--- config.mk ---
export PLATFORM = sky130hd
export DESIGN_NAME = lpt_timing_gen
export DESIGN_NICKNAME = d
export VERILOG_FILES = /design/src/hdl/lpt_timing_gen.v
export VERILOG_INCLUDE_DIRS = /design/src /design/src/hdl
export SDC_FILE = /design/constraint.sdc
export NUM_CORES = 2
export LEC_CHECK = 0
export ABC_CLOCK_PERIOD_IN_PS = 6400
export BUFFER_PORTS_ARGS = -buffer_cell sky130_fd_sc_hd__buf_2
export CAP_MARGIN = 5
export CORE_MARGIN = 1
export CORE_UTILIZATION = 57
export DETAILED_ROUTE_END_ITERATION = 6
export PLACE_DENSITY = 0.79
export SLEW_MARGIN = 40
export SYNTH_ARGS = -nofsm -noshare
export SYNTH_HDL_FRONTEND = slang
export SYNTH_SLANG_ARGS = --single-unit
export TNS_END_PERCENT = 1
--- constraint.sdc ---
create_clock -name aclk -period 6.4 [get_ports aclk]
set_clock_uncertainty 0.2 [all_clocks]
set_input_delay 1.6 -clock aclk [delete_from_list [all_inputs] [get_ports aclk]]
set_output_delay 1.6 -clock aclk [all_outputs]
set_load 0.02 [all_outputs]
--- src/hdl/lpt_defines.vh ---
// Purpose: Constants for the panel timing generator
// Assumes: aclk is the internal panel clock source, 100 MHz
// Notes:   Register byte offsets, control fields, raster figures
`ifndef LPT_DEFINES_VH
`define LPT_DEFINES_VH

// ****************************************
// Raster figures, horizontal in panel clock cycles, vertical in lines
// ****************************************
`define LPT_H_TOTAL      11'h400
`define LPT_H_ACT        10'h320
`define LPT_H_BP         10'h02e
`define LPT_H_SYNC       10'h014
`define LPT_V_TOTAL      11'h20d
`define LPT_V_ACT        10'h1e0
`define LPT_V_BP         10'h017
`define LPT_V_SYNC       10'h00a
`define LPT_STRIDE       32'h0000_0320
`define LPT_CLK_DIV      4'h8

// ****************************************
// Colours
// ****************************************
`define LPT_OUT_BG_RGB   24'h00_0000
`define LPT_OUT_BG_A     8'hff
`define LPT_LAYER_BG_RGB 24'hff_ffff
`define LPT_LAYER_BG_A   8'hff
`define LPT_REPEAT_CNT   8'h00
`define LPT_FADE_SPEED   8'h00

// ****************************************
// Register map
// ****************************************
`define LPT_REG_CTRL     6'h00
`define LPT_REG_BUF0     6'h04
`define LPT_REG_BUF1     6'h08
`define LPT_REG_ADJ      6'h0c
`define LPT_REG_STATUS   6'h10
`define LPT_REG_FRAMES   6'h14
`define LPT_CTRL_RESET   32'h0000_0000
`define LPT_ADJ_RESET    32'h0000_8000
`define LPT_CTRL_EN      0
`define LPT_CTRL_BUF     1
`define LPT_CTRL_LAYER   2
`define LPT_CTRL_BC      3
`define LPT_CTRL_GAMMA   4
`define LPT_RESP_OKAY    2'h0
`define LPT_RESP_DECERR  2'h3

`endif

--- src/hdl/lpt_timing_gen.v ---
// Purpose: Raster timing and pixel output for an 800x480 RGB panel
// Assumes: Frame memory answers a read one aclk after fb_rd
// Notes:   Panel clock is aclk divided by eight, driven out
//
// Design decisions made here: the AXI4-Lite interface to the registers and the register addresses.
`timescale 1ns/1ns
`include "lpt_defines.vh"

// Behaviour
// - Each line lasts 1024 panel clocks including sync and porches.
// - Active pixel data is driven for 800 panel clocks per line.
// - Horizontal back porch of 46 clocks follows sync before pixels.
// - Horizontal sync is low for 20 panel clocks each line.
// - Each frame spans 525 line periods.
// - Active video appears on 480 lines per frame.
// - Vertical back porch of 23 lines follows vertical sync.
// - Vertical sync is low for 10 line periods each frame.
// - Data enable is high only while an active pixel shows.
// - Pixels leave as 24 bits, red, green, blue, little endian.
// - Uncovered positions show background black, alpha 255.
// - The layer is fetched as an 800 by 480 image.
// - Fetch address steps 800 pixels from one line to the next.
// - Input pixels are RGB565, expanded to 24-bit colour.
// - One of two buffers is scanned; software selects which.
// - The layer's top-left pixel sits at display position 0,0.
// - Layer background colour is alpha, red, green, blue all 255.
// - Each line read once, no repeat, no fading.
// - Panel clock is the internal source divided by eight.
// - Hsync on output 0, vsync on output 1, enable on output 2.
// - Brightness and contrast act before gamma correction.
module lpt_timing_gen (
  input  wire        aclk,
  input  wire        aresetn,
  input  wire [5:0]  s_axi_awaddr,
  input  wire        s_axi_awvalid,
  output wire        s_axi_awready,
  input  wire [31:0] s_axi_wdata,
  input  wire [3:0]  s_axi_wstrb,
  input  wire        s_axi_wvalid,
  output wire        s_axi_wready,
  output reg  [1:0]  s_axi_bresp,
  output reg         s_axi_bvalid,
  input  wire        s_axi_bready,
  input  wire [5:0]  s_axi_araddr,
  input  wire        s_axi_arvalid,
  output wire        s_axi_arready,
  output reg  [31:0] s_axi_rdata,
  output reg  [1:0]  s_axi_rresp,
  output reg         s_axi_rvalid,
  input  wire        s_axi_rready,
  output reg  [31:0] fb_addr,
  output reg         fb_rd,
  input  wire [15:0] fb_rdata,
  output reg         panel_clk,
  output reg         timing_out_0,
  output reg         timing_out_1,
  output reg         timing_out_2,
  output reg  [23:0] pix_rgb
);

  // ****************************************
  // Functions
  // ****************************************
  function [31:0] merge;
    input [31:0] old;
    input [31:0] din;
    input [3:0]  strb;
    integer      i;
    begin
      merge = old;
      for (i = 0; i < 4; i = i + 1) begin
        if (strb[i]) begin
          merge[i*8 +: 8] = din[i*8 +: 8];
        end
      end
    end
  endfunction

  // Contrast gain 0x80 is unity, brightness is signed
  function [7:0] bc_adj;
    input [7:0] x;
    input [7:0] bright;
    input [7:0] gain;
    reg   [15:0] prod;
    reg   signed [10:0] sum;
    begin
      prod = x * gain;
      sum  = $signed({2'b00, prod[15:7]}) + $signed({{3{bright[7]}}, bright});
      if (sum < 0) begin
        bc_adj = 8'h00;
      end else if (sum > 255) begin
        bc_adj = 8'hff;
      end else begin
        bc_adj = sum[7:0];
      end
    end
  endfunction

  // Gamma of two
  function [7:0] gamma_adj;
    input [7:0] x;
    reg   [15:0] sq;
    begin
      sq        = x * x;
      gamma_adj = sq[15:8];
    end
  endfunction

  // ****************************************
  // Registers and bus state
  // ****************************************
  reg  [31:0] ctrl;
  reg  [31:0] buf0_base;
  reg  [31:0] buf1_base;
  reg  [31:0] adj;
  reg  [31:0] frame_cnt;
  reg         shown_buf;
  reg         aw_held;
  reg  [5:0]  aw_addr;
  reg         w_held;
  reg  [31:0] w_data;
  reg  [3:0]  w_strb;
  reg  [31:0] next_rdata;
  reg  [1:0]  next_rresp;

  wire        en        = ctrl[`LPT_CTRL_EN];
  wire        do_write  = aw_held && w_held && !s_axi_bvalid;
  wire        do_read   = s_axi_arvalid && s_axi_arready;

  assign s_axi_awready = !aw_held;
  assign s_axi_wready  = !w_held;
  assign s_axi_arready = !s_axi_rvalid;

  // ****************************************
  // Raster state
  // ****************************************
  reg  [2:0]  div;
  reg  [9:0]  hcnt;
  reg  [9:0]  vcnt;
  reg  [31:0] line_base;
  reg  [15:0] pix_in;
  reg  [23:0] pix_bc;
  reg  [23:0] pix_fin;

  wire        tick      = (div == 3'h7);
  wire [9:0]  h_act_beg = `LPT_H_SYNC + `LPT_H_BP;
  wire [9:0]  h_act_end = h_act_beg + `LPT_H_ACT;
  wire [9:0]  v_act_beg = `LPT_V_SYNC + `LPT_V_BP;
  wire [9:0]  v_act_end = v_act_beg + `LPT_V_ACT;
  wire        h_last    = ({1'b0, hcnt} == `LPT_H_TOTAL - 11'h001);
  wire        v_last    = ({1'b0, vcnt} == `LPT_V_TOTAL - 11'h001);
  wire        h_act     = (hcnt >= h_act_beg) && (hcnt < h_act_end);
  wire        v_act     = (vcnt >= v_act_beg) && (vcnt < v_act_end);
  // Fetch leads the shown pixel by one panel period
  wire        h_pre     = (hcnt >= h_act_beg - 10'h001) && (hcnt < h_act_end - 10'h001);
  wire        active    = en && h_pre && v_act;
  wire        layer_on  = ctrl[`LPT_CTRL_LAYER];
  wire [9:0]  col       = hcnt - (h_act_beg - 10'h001);
  wire [31:0] cur_base  = shown_buf ? buf1_base : buf0_base;
  wire [23:0] expanded;
  wire [23:0] adjusted;
  wire [23:0] corrected;

  // ****************************************
  // Write channel
  // ****************************************
  always @(posedge aclk) begin
    if (!aresetn) begin
      aw_held      <= 1'b0;
      aw_addr      <= 6'h00;
      w_held       <= 1'b0;
      w_data       <= 32'h0000_0000;
      w_strb       <= 4'h0;
      s_axi_bvalid <= 1'b0;
      s_axi_bresp  <= `LPT_RESP_OKAY;
      ctrl         <= `LPT_CTRL_RESET;
      buf0_base    <= 32'h0000_0000;
      buf1_base    <= 32'h0000_0000;
      adj          <= `LPT_ADJ_RESET;
    end else begin
      if (s_axi_awvalid && !aw_held) begin
        aw_held <= 1'b1;
        aw_addr <= s_axi_awaddr;
      end
      if (s_axi_wvalid && !w_held) begin
        w_held <= 1'b1;
        w_data <= s_axi_wdata;
        w_strb <= s_axi_wstrb;
      end
      if (do_write) begin
        aw_held      <= 1'b0;
        w_held       <= 1'b0;
        s_axi_bvalid <= 1'b1;
        s_axi_bresp  <= `LPT_RESP_OKAY;
        case (aw_addr)
          `LPT_REG_CTRL: begin
            ctrl <= merge(ctrl, w_data, w_strb);
          end
          `LPT_REG_BUF0: begin
            buf0_base <= merge(buf0_base, w_data, w_strb);
          end
          `LPT_REG_BUF1: begin
            buf1_base <= merge(buf1_base, w_data, w_strb);
          end
          `LPT_REG_ADJ: begin
            adj <= merge(adj, w_data, w_strb);
          end
          `LPT_REG_STATUS, `LPT_REG_FRAMES: begin
            s_axi_bresp <= `LPT_RESP_OKAY;
          end
          default: begin
            s_axi_bresp <= `LPT_RESP_DECERR;
          end
        endcase
      end else if (s_axi_bvalid && s_axi_bready) begin
        s_axi_bvalid <= 1'b0;
      end
    end
  end

  // ****************************************
  // Read channel
  // ****************************************
  always @* begin
    next_rresp = `LPT_RESP_OKAY;
    next_rdata = 32'h0000_0000;
    case (s_axi_araddr)
      `LPT_REG_CTRL: begin
        next_rdata = ctrl;
      end
      `LPT_REG_BUF0: begin
        next_rdata = buf0_base;
      end
      `LPT_REG_BUF1: begin
        next_rdata = buf1_base;
      end
      `LPT_REG_ADJ: begin
        next_rdata = adj;
      end
      `LPT_REG_STATUS: begin
        next_rdata = {14'h0000, v_act, shown_buf, 6'h00, vcnt};
      end
      `LPT_REG_FRAMES: begin
        next_rdata = frame_cnt;
      end
      default: begin
        next_rresp = `LPT_RESP_DECERR;
      end
    endcase
  end

  always @(posedge aclk) begin
    if (!aresetn) begin
      s_axi_rvalid <= 1'b0;
      s_axi_rdata  <= 32'h0000_0000;
      s_axi_rresp  <= `LPT_RESP_OKAY;
    end else if (do_read) begin
      s_axi_rvalid <= 1'b1;
      s_axi_rdata  <= next_rdata;
      s_axi_rresp  <= next_rresp;
    end else if (s_axi_rready) begin
      s_axi_rvalid <= 1'b0;
    end
  end

  // ****************************************
  // Panel clock divider
  // ****************************************
  always @(posedge aclk) begin
    if (!aresetn || !en) begin
      div       <= 3'h0;
      panel_clk <= 1'b0;
    end else begin
      div       <= div + 3'h1;
      panel_clk <= (div >= 3'h3) && (div < 3'h7);
    end
  end

  // ****************************************
  // Line and frame counters
  // ****************************************
  always @(posedge aclk) begin
    if (!aresetn || !en) begin
      hcnt      <= 10'h000;
      vcnt      <= 10'h000;
      line_base <= 32'h0000_0000;
      frame_cnt <= frame_cnt;
      shown_buf <= ctrl[`LPT_CTRL_BUF];
      if (!aresetn) begin
        frame_cnt <= 32'h0000_0000;
        shown_buf <= 1'b0;
      end
    end else if (tick) begin
      if (h_last) begin
        hcnt <= 10'h000;
        if (v_act) begin
          line_base <= line_base + `LPT_STRIDE;
        end
        if (v_last) begin
          vcnt      <= 10'h000;
          line_base <= 32'h0000_0000;
          frame_cnt <= frame_cnt + 32'h0000_0001;
          // Swap only between frames, or while the raster is disabled, to avoid tearing
          shown_buf <= ctrl[`LPT_CTRL_BUF];
        end else begin
          vcnt <= vcnt + 10'h001;
        end
      end else begin
        hcnt <= hcnt + 10'h001;
      end
    end
  end

  // ****************************************
  // Fetch and pixel pipeline
  // ****************************************
  always @(posedge aclk) begin
    if (!aresetn) begin
      fb_rd   <= 1'b0;
      fb_addr <= 32'h0000_0000;
      pix_in  <= 16'h0000;
      pix_bc  <= 24'h00_0000;
      pix_fin <= 24'h00_0000;
    end else begin
      // Layer at 0,0, 800x480, one read per pixel
      fb_rd <= active && layer_on && (div == 3'h7);
      if (active && (div == 3'h7)) begin
        fb_addr <= cur_base + line_base + {22'h00_0000, col};
      end
      if (fb_rd) begin
        pix_in <= fb_rdata;
      end
      if (div == 3'h2) begin
        pix_bc <= adjusted;
      end
      if (div == 3'h3) begin
        pix_fin <= corrected;
      end
    end
  end

  // RGB565 widened by repeating high bits
  assign expanded = {pix_in[4:0], pix_in[4:2],
                     pix_in[10:5], pix_in[10:9],
                     pix_in[15:11], pix_in[15:13]};

  genvar g;
  generate
    for (g = 0; g < 3; g = g + 1) begin : chan
      assign adjusted[g*8 +: 8] = ctrl[`LPT_CTRL_BC] ?
        bc_adj(expanded[g*8 +: 8], adj[7:0], adj[15:8]) :
        expanded[g*8 +: 8];
      assign corrected[g*8 +: 8] = ctrl[`LPT_CTRL_GAMMA] ?
        gamma_adj(pix_bc[g*8 +: 8]) : pix_bc[g*8 +: 8];
    end
  endgenerate

  // ****************************************
  // Panel outputs
  // ****************************************
  // Outputs lag counters by one panel period, all alike
  always @(posedge aclk) begin
    if (!aresetn || !en) begin
      timing_out_0 <= 1'b1;
      timing_out_1 <= 1'b1;
      timing_out_2 <= 1'b0;
      pix_rgb      <= `LPT_OUT_BG_RGB;
    end else if (tick) begin
      timing_out_0 <= !(hcnt < `LPT_H_SYNC);
      timing_out_1 <= !(vcnt < `LPT_V_SYNC);
      timing_out_2 <= h_act && v_act;
      if (!(h_act && v_act)) begin
        pix_rgb <= `LPT_OUT_BG_RGB;
      end else if (!layer_on) begin
        pix_rgb <= `LPT_LAYER_BG_RGB;
      end else begin
        pix_rgb <= pix_fin;
      end
    end
  end

endmodule

Word level (Yosys, flattened, before mapping)
Index checks and enable logic that the tools add are counted.
- multiplexer cells: 36
- add/sub/neg operators: 11
- order comparisons: 16
- bitwise operators: 1
- multiply operators: 6
- equality and inequality tests: 16
- reductions and logical operators: 56
- operators with widths (cell ; number):
    2-to-1 mux 32 bit ; 8
    case mux 32 bit (6 select lines) ; 1
    multiplier 8 x 8 -> 16 bit ; 6
    2-to-1 mux 8 bit ; 12
    AND reduction 3 bit ; 18
    2-to-1 mux 24 bit ; 2
    adder 10 x 8 -> 11 bit ; 3
    > comparator 11 x 9 -> 1 bit, second input constant ; 3
    less-than comparator 11 x 1 -> 1 bit, second input constant ; 3
    adder 32 x 1 -> 32 bit, second input constant ; 1
    adder 32 x 10 -> 32 bit ; 1
    adder 32 x 10 -> 32 bit, second input constant ; 1
    adder 32 bit ; 1
    less-than comparator 10 bit, second input constant ; 3
    equality test 6 x 4 -> 1 bit, second input constant ; 4
    equality test 6 x 5 -> 1 bit, second input constant ; 4
    adder 10 x 1 -> 10 bit, second input constant ; 2
    equality test 10 bit, second input constant ; 2
    greater-or-equal comparator 10 x 7 -> 1 bit, second input constant ; 2
    2-to-1 mux 10 bit ; 2
    logical AND 1 bit ; 16
    equality test 6 x 3 -> 1 bit, second input constant ; 2
    logical NOT 6 bit ; 2
    nonzero test 2 bit ; 6
    other kinds (19) ; 37
- flip-flop bits (word level): 423
- output and inout port bits: 102
- input port bits: 71
- word-level logic and storage cells: 184

Logic depth before layout (Yosys ltp)
- word-level depth: 6
- gate-level depth with buffers: 30
- depth with buffers taken out: 29

Worst setup path after synthesis
Ideal clock, no wire load.
- kind: register -> register
- from: register adj[15]
- to: register pix_bc[20]
- cell stages (with the launch flop): 25
- library setup time: 0.095 ns
- slack: -0.070 ns
- data required time: 6.105 ns
- data arrival time: 6.175 ns
- cells stage by stage: dfxtp_1 > clkbuf_1 > and2_1 > fa_1 > inv_1 > fa_1 > inv_1 > fa_1 > inv_1 > fa_1 > inv_1 > ha_1 > nand2_1 > o21ai_1 > o41ai_1 > nor2b_1 > o21ai_0 > a21oi_1 > ha_1 > or3_1 > o21ai_0 > a21oi_1 > o311ai_0 > o21ai_0 > a221oi_1
- cells in the longest elaborated chain, start to end: 6
- elaborated cells between the ends (all ways): 7
- classes of those cells: 1 x add/sub; 1 x mul; 2 x order compare; 3 x mux
- ends and longest elaborated chain (element ; line ; text):
    from (decl) ; lpt_timing_gen.v:115 ; reg [31:0] adj;
    from (signal assigned) ; lpt_timing_gen.v:179 ; adj <= `LPT_ADJ_RESET;
    from (signal assigned) ; lpt_timing_gen.v:206 ; adj <= merge(adj, w_data, w_strb);
    multiplier 8 x 8 -> 16 bit * ; lpt_timing_gen.v:87 ; prod = x * gain;
    adder 10 x 8 -> 11 bit * ; lpt_timing_gen.v:88 ; sum = $signed({2'b00, prod[15:7]}) + $signed({{3{bright[7]}}, bright});
    > comparator 11 x 9 -> 1 bit ; lpt_timing_gen.v:91 ; end else if (sum > 255) begin
    2-to-1 mux 8 bit ; lpt_timing_gen.v:91 ;
    2-to-1 mux 8 bit * ; lpt_timing_gen.v:89 ; if (sum < 0) begin
    2-to-1 mux 8 bit * ; lpt_timing_gen.v:350 ; assign adjusted[g*8 +: 8] = ctrl[`LPT_CTRL_BC] ?
    to (signal assigned) ; lpt_timing_gen.v:334 ; pix_bc <= adjusted;
    to (decl) ; lpt_timing_gen.v:142 ; reg [23:0] pix_bc;
Every way passes the cells marked *; elsewhere a longest branch is shown, timed or not.
A chain may end at the register's enable or synchronous reset.

Worst setup path in the final report
- from: register adj[15]
- to: register pix_bc[15]
The elaborated chain is that of the path after synthesis.

==> flow_metrics.py <==
metrics = {
    "outcome": {
        "status": "finished, final reports clean",
    },
    "global_route": {
        "grt_first_pass_wirelength_microns": 127600,
        "grt_max_degree": 148,
        "grt_pass1_vias": 24460,
        "grt-ovfl-total": 0,
        "grt_usage_pct": 29.63,
        "grt_antenna_before_repair": 2,
    },
    "cells_and_area": {
        "multi_input_area_sq_um": 20190,
        "fin_util_pct": 64.73,
        "seq_area_sq_um": 8678,
        "num-fill-cells": 4272,
        "drive_gt1_share_pct": 12.21,
        "final_nets": 4140,
        "antennaDiodeCount": 0,
        "final_cells": 4323,
        "area_growth_pct": 11.98,
    },
    "worst_setup_path": {
        "start_kind": "flop",
        "timing.rr.start": "adj[15]",
        "cp_max_fo": 9,
        "critPathCaptureType": "flop",
        "worst_path_largest_cell_delay_ps": 560,
        "cpMaxStageDelayCell": "fa_1",
        "critPathLaunch": "adj[15]",
        "arrival_ps": 6480,
        "cp_top_family": "adder cells",
        "critPathBufInv": 5,
        "critPathMostFrequentCell": "fa_1",
        "worst-setup-path-type": "flop to flop",
        "critPathRequiredTime_ps": 6690,
        "critical_path.cell_chain": "buf_4 > and2_1 > fa_1 > inv_1 > fa_1 > inv_1 > fa_1 > fa_1 > ha_4 > nand2_1 > o21ai_0 > buf_4 > o41ai_2 > buf_4 > o211ai_1 > xor2_1 > ha_1 > a21oi_2 > o21ai_2 > a21oi_2 > mux2i_2 > nor2_1 > a2111oi_2",
        "ff2ff_setup_slack_ps": 210,
    },
    "detailed_routing": {
        "drt_pre_antenna_iters": 5,
        "vias": 25168,
        "routedWlPerCell_microns": 18.59,
        "drt-initial-drc-count": 1683,
        "drt_drc_violations_left": 0,
        "viasPerCell": 5.822,
        "route.antenna.remaining_nets": 0,
        "drt_wl_total_microns": 80350,
    },
    "clocking": {
        "clk-insertion-delay-late_ps": 610,
        "cts_buffers": 46,
        "cts_tree": "yes",
        "postCtsHoldBufs": 0,
        "root_buffer": "clkbuf_16",
        "h-tree-depth": 2,
        "path_clk_slew_ps": 60,
        "cts_num_sinks": 416,
        "cts_buffer_depth": 3,
    },
    "run": {
        "drv_cap": 0,
    },
    "die": {
        "die_y_microns": 233.1,
        "num_rows": 84,
        "design.core.area_sq_um": 52660,
        "die-area_sq_um": 54330,
        "die_x_microns": 233.1,
        "ios": 173,
        "start_util_pct": 57.81,
    },
    "sta": {
        "fin_setup_tns_ps": 0,
        "rsz0062_at_grt": "true",
        "slew-limit-headroom_pct": 42.44,
        "fin_crit_ps": 6187,
        "fin_crit_sh_pct": 96.68,
        "worst_pin_slew_ps": 861.4,
        "finalMaxSlewViolations": 0,
        "finalSetupViolCount": 0,
        "max_freq_mhz": 161.6,
        "hold_viol_final": 0,
    },
    "power": {
        "p_per_area_nw_per_um2": 166.7,
        "p_switching_w": 0.001345,
        "ir_drop_mv": 0.2185,
        "p_int_w": 0.004338,
        "clkPwrFrac_pct": 49.2,
        "cellLeakagePower_nw": 16.45,
        "pwr-share-seq_pct": 47.4,
        "p_sw_share_pct": 23.67,
        "pwr-share-comb_pct": 3.4,
    },
    "yosys": {
        "avgSynthCellArea_sq_um": 8.790,
        "synth_ff_type": "dfxtp_1",
        "synth_seq_cells": 416,
        "yosysWarnings": 0,
        "syn_area_sq_um": 30440,
        "async_flop_share_pct": 0,
        "synthCells": 3463,
        "synth_edf_count": 33,
        "synth_top_area_share_pct": 25.19,
        "synth_area_leaders": "dfxtp_1, fa_1, ha_1",
        "synth_fp_nets": 4005,
        "ys_seq_area_share_pct": 28.44,
        "yosysTopAreaCell": "dfxtp_1",
        "synth_cell_types": 77,
    },
    "placement": {
        "dp_hpwl_microns": 59500,
        "gp_congestion": 0.9348,
        "dp_cells": 4231,
        "portBuffers": 172,
    },
    "hold_path": {
        "hp-start": "fb_addr[22]",
        "hold_path_class": "flop to flop",
    },
}
==> final timing paths <==
path,end,cells after the start
worst max-delay path,pix_bc[15],23
worst min-delay path,fb_addr[22],2
worst max register to register,pix_bc[15],23
worst min register to register,fb_addr[22],2
==> synthesized netlist by cell type, types with 13 or more instances <==
| cell type | n |
|---|---|
| xor2_1 | 69 |
| nand3_1 | 69 |
| fa_1 | 182 |
| and3_1 | 28 |
| a31oi_1 | 17 |
| nand2b_1 | 13 |
| dfxtp_1 | 383 |
| nand2_1 | 284 |
| edfxtp_1 | 33 |
| inv_1 | 298 |
| o21ai_0 | 172 |
| or3_1 | 24 |
| mux2_2 | 30 |
| ha_1 | 289 |
| nor3_1 | 36 |
| nor2b_1 | 18 |
| a221oi_1 | 21 |
| xnor2_1 | 99 |
| a21oi_1 | 237 |
| a22o_1 | 31 |
| nor2_1 | 351 |
| nand4_1 | 19 |
| a21o_1 | 41 |
| clkbuf_1 | 160 |
| o21bai_1 | 16 |
| a22oi_1 | 42 |
| and2_1 | 137 |
| a211oi_1 | 27 |
| mux2i_1 | 187 |
==> routing by layer <==
metal	vias up	part of all wire [%]	global-route usage (%)
met2	745	49	51.31
met3	201	5.6	3.381
met1	12164	40	36.21
met4	2	5.2	15.18
met5	-	0.014	0
li1	12056	-	-
==> cell usage in the layout, fill, tap and decap left out, types with 163 or more instances in the layout <==
cell     instances
dfxtp_1        373
nor2_1         348
inv_1          297
ha_1           288
nand2_1        283
a21oi_1        225
mux2i_1        185
fa_1           181
buf_2          172
o21ai_0        163
==> worst reg2reg max path: cells and delay by family, from the launching register on <==
kind	cells	cell delay (ps)
xor+xnor	1	230
buf+inv	5	600
simple gates	3	340
compound gates	7	1330
flops	1	350
mux	1	370
fa+ha+maj	6	2680
==> area by class of cell <==
cell class / count / area share (%)
Tap cell: 688 / 2.525
Clock inverter: 22 / 0.8332
Clock buffer: 63 / 3.865
Sequential cell: 416 / 25.46
Multi-Input combinational cell: 2566 / 59.24
Inverter: 301 / 3.351
Timing Repair Buffer: 267 / 4.724
==> sequential cells by signal (all words and copies together), names as in the netlist, 3 cells and up <==
signal and cells:
w_data 32, fb_addr 32, pix_rgb 24, adj 32, line_base 27, ctrl 32
vcnt 10, aw_addr 6, buf1_base 32, pix_bc 24, frame_cnt 32, pix_in 16
hcnt 10, div 3, s_axi_rdata 32, w_strb 4, buf0_base 32, pix_fin 24
==> power groups by stage <==
| stage | Combinational [W] | Clock (W) | Sequential [W] |
|---|---|---|---|
| floorplan | 0.000109 | 0 | 0.00274 |
| global placement | 0.000189 | 0 | 0.00275 |
| detailed placement | 0.000191 | 0 | 0.00275 |
| CTS | 0.000192 | 0.00283 | 0.00269 |
| global route | 0.000211 | 0.00292 | 0.00269 |
| finish | 0.000196 | 0.00280 | 0.00269 |
==> metrics by stage <==
stage	total power, W	instance area [sq um]	setup slack, ps	hold WS, ps
after detailed placement	0.002940	32200	-79.64	242.6
after global routing	0.005830	34090	-120.4	266.6
after CTS	0.005712	33810	7.109	250.7
after global placement	0.002937	32190	32.08	237.4
after floorplan	0.002852	30440	92.42	229.3
final	0.005683	34090	212.5	248.8
==> cells by family after synthesis <==
| kind of cell | count (synthesis) | share of synthesized area, % |
|---|---|---|
| fa+ha+maj | 471 | 23.85 |
| xor+xnor | 168 | 4.834 |
| compound gates | 685 | 13.91 |
| buf+inv | 481 | 6.038 |
| simple gates | 1024 | 15.65 |
| mux | 217 | 7.259 |
| other cells | 1 | 0.01232 |
| flops | 416 | 28.44 |
==> repair_timing <==
item / 4_1_cts / 5_1_grt
gates resized for setup: 6 / 58
endpoints found under the setup margin: 9 / 24
pin swaps: 0 / 22
hold endpoints to repair: 0 / 0
buffers inserted: 0 / 6
No activity file was read; power rests on OpenSTA's default activity.
